### config.mk
export PLATFORM = sky130hd
export DESIGN_NAME = sdd_host_flat
export DESIGN_NICKNAME = d
export VERILOG_FILES = /design/src/verilog/sdd_pkg.sv /design/src/verilog/sdd_link_if.sv /design/src/verilog/sdd_host.sv /design/src/flat_wrapper.sv
export SDC_FILE = /design/constraint.sdc
export NUM_CORES = 1
export LEC_CHECK = 0
export CAP_MARGIN = 25
export CORE_ASPECT_RATIO = 0.9
export CORE_MARGIN = 2
export CORE_UTILIZATION = 45
export CTS_BUF_LIST = sky130_fd_sc_hd__clkbuf_4 sky130_fd_sc_hd__clkbuf_8
export DETAILED_ROUTE_END_ITERATION = 16
export DONT_BUFFER_PORTS = 1
export PLACE_DENSITY = 0.59
export SYNTH_ARGS = -nofsm -noshare
export SYNTH_HDL_FRONTEND = slang
export SYNTH_SLANG_ARGS = --single-unit
### constraint.sdc
create_clock -name clk_in -period 3.57 [get_ports clk_in]
set_clock_uncertainty 0.15 [all_clocks]
set_input_delay 0.1785 -clock clk_in [delete_from_list [all_inputs] [get_ports clk_in]]
set_output_delay 0.1785 -clock clk_in [all_outputs]
set_load 0.01 [all_outputs]
### src/verilog/sdd_pkg.sv
// sdd_pkg: shared constants for the daisy-chain dac serial link
// assumes both ends run on one 250 mhz clock, clk_in
package sdd_pkg;
  // word and timing
  localparam int WORD_BITS = 12;
  localparam int CLK_PERIOD_NS = 4;
  localparam int STROBE_HALF_NS = 80;
  localparam int STROBE_HALF_CYC = (STROBE_HALF_NS + CLK_PERIOD_NS - 1) / CLK_PERIOD_NS;
  localparam int LOAD_NS = 80;
  localparam int LOAD_CYC = (LOAD_NS + CLK_PERIOD_NS - 1) / CLK_PERIOD_NS;
  // strobe selection codes
  localparam logic [1:0] STB_SEL_A = 2'h0;
  localparam logic [1:0] STB_SEL_B = 2'h1;
  localparam logic [1:0] STB_SEL_C = 2'h2;
  localparam logic [1:0] STB_SEL_D = 2'h3;
  // host sequencer states
  typedef enum logic [4:0] {
    SDD_IDLE = 5'h01,
    SDD_LOW = 5'h02,
    SDD_HIGH = 5'h04,
    SDD_LOAD = 5'h08,
    SDD_DONE = 5'h10
  } sdd_state_type;
endpackage : sdd_pkg
### src/verilog/sdd_link_if.sv
// sdd_link_if: wires between host and dac end
// assumes the bench connects dac serial_data_out back or to another dac
interface sdd_link_if;
  logic serial_data_in;
  logic serial_data_out;
  logic shift_strobe_a;
  logic shift_strobe_b;
  logic shift_strobe_c;
  logic shift_strobe_d;
  logic dac_load_a;
  logic dac_load_b;
  logic dac_register_zero;
  modport dac (
    input serial_data_in, shift_strobe_a, shift_strobe_b, shift_strobe_c,
    input shift_strobe_d, dac_load_a, dac_load_b, dac_register_zero,
    output serial_data_out
  );
  modport host (
    output serial_data_in, shift_strobe_a, shift_strobe_b, shift_strobe_c,
    output shift_strobe_d, dac_load_a, dac_load_b, dac_register_zero,
    input serial_data_out
  );
endinterface : sdd_link_if

### src/verilog/sdd_host.sv
// sdd_host: host end, shifts a word out, reads old word back, loads
// assumes serial_data_out returns asynchronously and is synchronised here
module sdd_host import sdd_pkg::*; #(
  parameter int WIDTH = WORD_BITS
) (
  // clock and reset
  input wire logic clk_in,
  input wire logic rst_in,
  // user side
  input wire logic start_in,
  input wire logic [WIDTH-1:0] word_in,
  input wire logic [1:0] strobe_sel_in,
  input wire logic strobe_rise_in,
  input wire logic clear_in,
  output logic busy_out,
  output logic done_out,
  output logic [WIDTH-1:0] word_back_out,
  // link
  sdd_link_if.host link
);
  sdd_state_type st_r, st_nxt;
  logic [7:0] cnt_r, cnt_nxt;
  logic [4:0] bit_r, bit_nxt;
  logic [WIDTH-1:0] tx_r, tx_nxt, rx_r, rx_nxt, back_r, back_nxt;
  logic stb_r, stb_nxt, data_r, data_nxt, load_r, load_nxt, clr_r, clr_nxt;
  logic done_r, done_nxt, busy_r, busy_nxt, rise_r, rise_nxt;
  logic [1:0] sel_r, sel_nxt;
  logic ret1_r, ret2_r;
  // sequencer: half period inactive strobe level, half active level per bit
  always_comb begin
    st_nxt = st_r;
    cnt_nxt = cnt_r;
    bit_nxt = bit_r;
    tx_nxt = tx_r;
    rx_nxt = rx_r;
    back_nxt = back_r;
    stb_nxt = stb_r;
    data_nxt = data_r;
    load_nxt = 1'b0;
    clr_nxt = clear_in;
    done_nxt = 1'b0;
    sel_nxt = sel_r;
    rise_nxt = rise_r;
    unique case (st_r)
      SDD_IDLE: begin
        stb_nxt = ~rise_r;
        if (start_in) begin
          tx_nxt = word_in;
          sel_nxt = strobe_sel_in;
          rise_nxt = strobe_rise_in;
          stb_nxt = ~strobe_rise_in;
          // msb presented first
          data_nxt = word_in[WIDTH-1];
          bit_nxt = 5'h00;
          cnt_nxt = 8'h00;
          st_nxt = SDD_LOW;
        end
      end
      SDD_LOW: begin
        if (cnt_r == 8'(STROBE_HALF_CYC - 1)) begin
          // active edge of strobe
          stb_nxt = rise_r;
          cnt_nxt = 8'h00;
          rx_nxt = {rx_r[WIDTH-2:0], ret2_r};
          tx_nxt = {tx_r[WIDTH-2:0], 1'b0};
          st_nxt = SDD_HIGH;
        end else begin
          cnt_nxt = cnt_r + 8'h01;
        end
      end
      SDD_HIGH: begin
        if (cnt_r == 8'(STROBE_HALF_CYC - 1)) begin
          stb_nxt = ~rise_r;
          cnt_nxt = 8'h00;
          data_nxt = tx_r[WIDTH-1];
          if (bit_r == 5'(WIDTH - 1)) begin
            st_nxt = SDD_LOAD;
          end else begin
            bit_nxt = bit_r + 5'h01;
            st_nxt = SDD_LOW;
          end
        end else begin
          cnt_nxt = cnt_r + 8'h01;
        end
      end
      SDD_LOAD: begin
        // both loads after full word
        load_nxt = 1'b1;
        if (cnt_r == 8'(LOAD_CYC - 1)) begin
          // last load cycle, loads stand LOAD_CYC cycles in all
          st_nxt = SDD_DONE;
        end else begin
          cnt_nxt = cnt_r + 8'h01;
        end
      end
      SDD_DONE: begin
        back_nxt = rx_r;
        done_nxt = 1'b1;
        st_nxt = SDD_IDLE;
      end
      default: st_nxt = SDD_IDLE;
    endcase
    busy_nxt = (st_nxt != SDD_IDLE);
  end
  always_ff @(posedge clk_in) begin
    if (rst_in) begin
      st_r <= SDD_IDLE;
      cnt_r <= '0;
      bit_r <= '0;
      tx_r <= '0;
      rx_r <= '0;
      back_r <= '0;
      stb_r <= 1'b0;
      data_r <= 1'b0;
      load_r <= 1'b0;
      clr_r <= 1'b0;
      done_r <= 1'b0;
      busy_r <= 1'b0;
      sel_r <= STB_SEL_A;
      rise_r <= 1'b1;
      ret1_r <= 1'b0;
      ret2_r <= 1'b0;
    end else begin
      st_r <= st_nxt;
      cnt_r <= cnt_nxt;
      bit_r <= bit_nxt;
      tx_r <= tx_nxt;
      rx_r <= rx_nxt;
      back_r <= back_nxt;
      stb_r <= stb_nxt;
      data_r <= data_nxt;
      load_r <= load_nxt;
      clr_r <= clr_nxt;
      done_r <= done_nxt;
      busy_r <= busy_nxt;
      sel_r <= sel_nxt;
      rise_r <= rise_nxt;
      ret1_r <= link.serial_data_out;
      ret2_r <= ret1_r;
    end
  end
  // one data, strobe and load drive
  assign link.serial_data_in = data_r;
  assign link.shift_strobe_a = (sel_r == STB_SEL_A) ? stb_r : ~rise_r;
  assign link.shift_strobe_b = (sel_r == STB_SEL_B) ? stb_r : ~rise_r;
  assign link.shift_strobe_c = (sel_r == STB_SEL_C) ? stb_r : ~rise_r;
  assign link.shift_strobe_d = (sel_r == STB_SEL_D) ? stb_r : ~rise_r;
  assign link.dac_load_a = load_r;
  assign link.dac_load_b = load_r;
  assign link.dac_register_zero = clr_r;
  assign busy_out = busy_r;
  assign done_out = done_r;
  assign word_back_out = back_r;
endmodule : sdd_host

### src/flat_wrapper.sv
// flat-port wrapper written by rule: the top's interface ports become plain ports
module sdd_host_flat import sdd_pkg::*;
#(
  parameter int WIDTH = WORD_BITS
)
  (clk_in, rst_in, start_in, word_in, strobe_sel_in, strobe_rise_in, clear_in, busy_out, done_out, word_back_out, link_serial_data_in, link_shift_strobe_a, link_shift_strobe_b, link_shift_strobe_c, link_shift_strobe_d, link_dac_load_a, link_dac_load_b, link_dac_register_zero, link_serial_data_out);
  sdd_link_if link_i ();
  input wire logic clk_in;
  input wire logic rst_in;
  input wire logic start_in;
  input wire logic [WIDTH-1:0] word_in;
  input wire logic [1:0] strobe_sel_in;
  input wire logic strobe_rise_in;
  input wire logic clear_in;
  output logic busy_out;
  output logic done_out;
  output logic [WIDTH-1:0] word_back_out;
  output wire logic [$bits(link_i.serial_data_in)-1:0] link_serial_data_in;
  output wire logic [$bits(link_i.shift_strobe_a)-1:0] link_shift_strobe_a;
  output wire logic [$bits(link_i.shift_strobe_b)-1:0] link_shift_strobe_b;
  output wire logic [$bits(link_i.shift_strobe_c)-1:0] link_shift_strobe_c;
  output wire logic [$bits(link_i.shift_strobe_d)-1:0] link_shift_strobe_d;
  output wire logic [$bits(link_i.dac_load_a)-1:0] link_dac_load_a;
  output wire logic [$bits(link_i.dac_load_b)-1:0] link_dac_load_b;
  output wire logic [$bits(link_i.dac_register_zero)-1:0] link_dac_register_zero;
  input wire logic [$bits(link_i.serial_data_out)-1:0] link_serial_data_out;
  assign link_serial_data_in = link_i.serial_data_in;
  assign link_shift_strobe_a = link_i.shift_strobe_a;
  assign link_shift_strobe_b = link_i.shift_strobe_b;
  assign link_shift_strobe_c = link_i.shift_strobe_c;
  assign link_shift_strobe_d = link_i.shift_strobe_d;
  assign link_dac_load_a = link_i.dac_load_a;
  assign link_dac_load_b = link_i.dac_load_b;
  assign link_dac_register_zero = link_i.dac_register_zero;
  assign link_i.serial_data_out = link_serial_data_out;
  sdd_host #(.WIDTH(WIDTH)) u_core (.clk_in(clk_in), .rst_in(rst_in), .start_in(start_in), .word_in(word_in), .strobe_sel_in(strobe_sel_in), .strobe_rise_in(strobe_rise_in), .clear_in(clear_in), .busy_out(busy_out), .done_out(done_out), .word_back_out(word_back_out), .link(link_i));
endmodule
==> summary.md <==
| Metric | Value |
|---|---|
| First-iteration detailed-routing DRC count | 127 |
| Synthesized area | 2830 um2 |
| Critical R2R Launch | u_core.cnt_r[0] |
| Core area | 6080 um2 |
| R2R depth | 7 |
| Post-synthesis xor/xnor area fraction | 0.0248 |
| Worst slew pin tran | 745 ps |
| Worst reg-to-reg setup slack | 960 ps |
| Met2 routed WL | 2850 um |
| Clock transition at path regs | 70 ps |
| Ys async rst share | 0 |
| Routed vias | 2378 |
| Dpl hpwl | 4020 um |
| VDD IR max | 0.224 mV |
| Row cnt | 27 |
| Outcome | completed |
| RePlAce Congestion | 0.763 |
| WL/cell | 14.2 um |
| Minimum clock period | 2610 ps |
| Worst setup EP type | register |
| Leading area contributor after synthesis | dfxtp_1 |
| Reg2Reg Capture Point | u_core.tx_r[9] |
| Ports | 42 |
| CP arrival | 2700 ps |
| Clock Path Buffers | 2 |
| Part of the cycle the worst path needs | 0.730 |
| WL met3 | 280 um |
| Synth Area in Simple Gates | 0.279 |
| Hold crit path type | input pin to register |
| Vias in the first global route | 2242 |
| Final net count | 380 |
| Die height | 79.2 um |
| Total CTS buffers | 9 |
| FF+latch count, synth | 65 |
| DRT antenna net count | 0 |
| Highest metal used | met4 |
| Placed Area | 2840 um2 |
| Top cell type's share of synthesized area | 0.461 |
| First-pass GRT wire length | 10500 um |
| H-tree depth | 3 |
| Post-synth EDFFs | 0 |
| Die X | 87.5 um |
| Clock root buffer | clkbuf_8 |
| Top cells by area, synth | dfxtp_1 (46%), nand2_1 (10%), a21oi_1 (6.7%), nor2_1 (4.0%), a311oi_1 (3.4%) |
| CTS tree | done |
| Setup Buffers After CTS | 0 |
| Worst EP required | 3660 ps |
| Initial antenna violation count | 0 |
| Hold Fails Final Rpt | 0 |
| F_max | 384 MHz |
| Compound-gate portion of the synthesized area | 0.172 |
| Remaining Overflow, GRT | 0 |
| Final slew viol count | 0 |
| Routed metal-1 wire length | 2980 um |
| Global Route Usage Sum | 0.192 |
| Synth Warn # | 0 |
| Setup_tns | 0 ps |
| DRT Pass-1 Iters | 4 |
| Setup CP Type | register to register |
| Post-route cell area | 3280 um2 |
| # DRC | 0 |
| Max-slew headroom | 0.502 |
| IO Port Bufs | 0 |
| Die area | 6930 um2 |
| Syn_area_per_cell | 8.12 um2 |
| Largest net degree at the start of global routing | 56 |
| Initial Util | 0.465 |
| WL final | 6170 um |
| Main synth FF type | dfxtp_1 |
| Syn_nets | 370 |
| Clock Latency Late Sink | 340 ps |
| Distinct cells, synth | 48 |
| Fraction of layout cells with a size suffix above 1 | 0.0773 |
| Register area share after synthesis | 0.461 |
| WHS Path Cells | 3 |
| Hold Crit Start | strobe_rise_in |
| Post-Synth Adder-Cell Area | 0.00886 |
| Final-report setup violation count | 0 |
| Crit start category | register |
| Vias per Instance | 5.48 |
| Leakage | 1.14 nW |
| Largest family of logic cells by synthesized area | simple AND/OR/NAND/NOR gates |
| Max_cap viols | 0 |
| Layout overhead on the synthesized area | 16.2% |
| Critical Path Fanout Max | 22 |
| Pwr dens | 499 nW/um2 |
| WHS Endpoint | u_core.stb_r |
| Clk sink count | 65 |
| Number of diodes | 0 |
| Mux cell area share after synthesis | 0.0106 |
| RSZ-0062 raised after global routing | no |
| Synth Instances | 348 |
state kept, by name (all words and copies together), names as in the netlist, 2 cells and up:
| register | flops |
|---|---|
| u_core.rx_r | 12 |
| u_core.cnt_r | 8 |
| u_core.tx_r | 12 |
| u_core.st_r | 5 |
| u_core.sel_r | 2 |
| u_core.bit_r | 5 |
| u_core.word_back_out | 12 |
worst max-delay path by stage:
| stage | from | end | slack (ps) | cells after the start |
|---|---|---|---|---|
| floorplan | u_core.cnt_r[0] | u_core.bit_r[0] | 1360 | 6 |
| global placement | u_core.st_r[2] | u_core.tx_r[10] | 1080 | 7 |
| detailed placement | u_core.cnt_r[0] | u_core.tx_r[3] | 1000 | 7 |
| CTS | u_core.cnt_r[0] | u_core.tx_r[3] | 980 | 7 |
| global route | u_core.cnt_r[0] | u_core.rx_r[8] | 640 | 6 |
| finish | u_core.cnt_r[0] | u_core.tx_r[9] | 960 | 7 |
cells by family after synthesis:
kind of cell    after synthesis
xor+xnor                      8
buf+inv                      29
compound gates               76
flops                        65
fa+ha+maj                     2
simple gates                165
mux                           3
timing repair:
action / in CTS / in global routing
hold buffers: 19 / 0
gates resized for setup: 0 / 0
endpoints found under the setup margin: 0 / 0
hold endpoints to repair: 58 / 0
cell usage in the layout (no fill, tap or decap), drive strengths merged, types with 6 or more instances in the layout:
| cell | n |
|---|---|
| clkbuf | 10 |
| nand3 | 19 |
| dlygate4sd3 | 18 |
| a21oi | 39 |
| a311oi | 11 |
| inv | 6 |
| xor2 | 6 |
| o21ai | 9 |
| nand2 | 77 |
| dfxtp | 65 |
| nor2 | 30 |
| o211ai | 6 |
| nand4 | 6 |
per-stage QoR:
stage	total power, W	std cells	util	worst slack, ps	hold slack (ps)
after global routing	0.00171	434	0.540	638	25.2
after CTS	0.00166	434	0.540	979	4.81
final	0.00164	434	0.540	963	21.8
after global placement	0.000872	400	0.467	1080	108
after floorplan	0.000865	348	-	1360	153
after detailed placement	0.000874	400	0.467	1000	112
cells in the mapped netlist (3+ instances only):
master    number
a21oi_1       38
a311oi_1      11
and3_1         4
buf_2          4
clkbuf_1      16
dfxtp_1       65
inv_1          6
mux2i_1        3
nand2_1       76
nand3_1       19
nand4_1        5
nor2_1        30
nor2b_1        5
nor3b_1        3
o211ai_1       6
o21ai_0        9
or3_1          3
xor2_1         6
cell type report:
cell class	count	area (um2)
well taps	72	90.1
multi-input cells	254	1400
flip-flops and latches	65	1300
inverters	6	22.5
fillers	578	2800
repair buffers	22	223
clock buffers	10	138
clock inverters	5	104
power by group:
group          switching, W  internal [W]  leakage [nW]
sequential        0.0000202      0.000748         0.529
clock              0.000274      0.000479         0.122
combinational     0.0000671     0.0000504         0.488
total              0.000361       0.00128          1.14
critical path: stages, from the launching register on:
cell and delay [ps]:
dfxtp_1 360, ha_1 240, nor4b_1 490, nand4_1 170, buf_4 220, nand2_1 510, nor2_1 80, a311oi_1 280
routing by layer:
metal  track usage  vias up
met3        0.0582        8
met5             0        -
met4        0.0692        0
met2         0.292       41
li1              -     1234
met1         0.256     1095
Note: power is estimated with default switching activity, not from simulation.
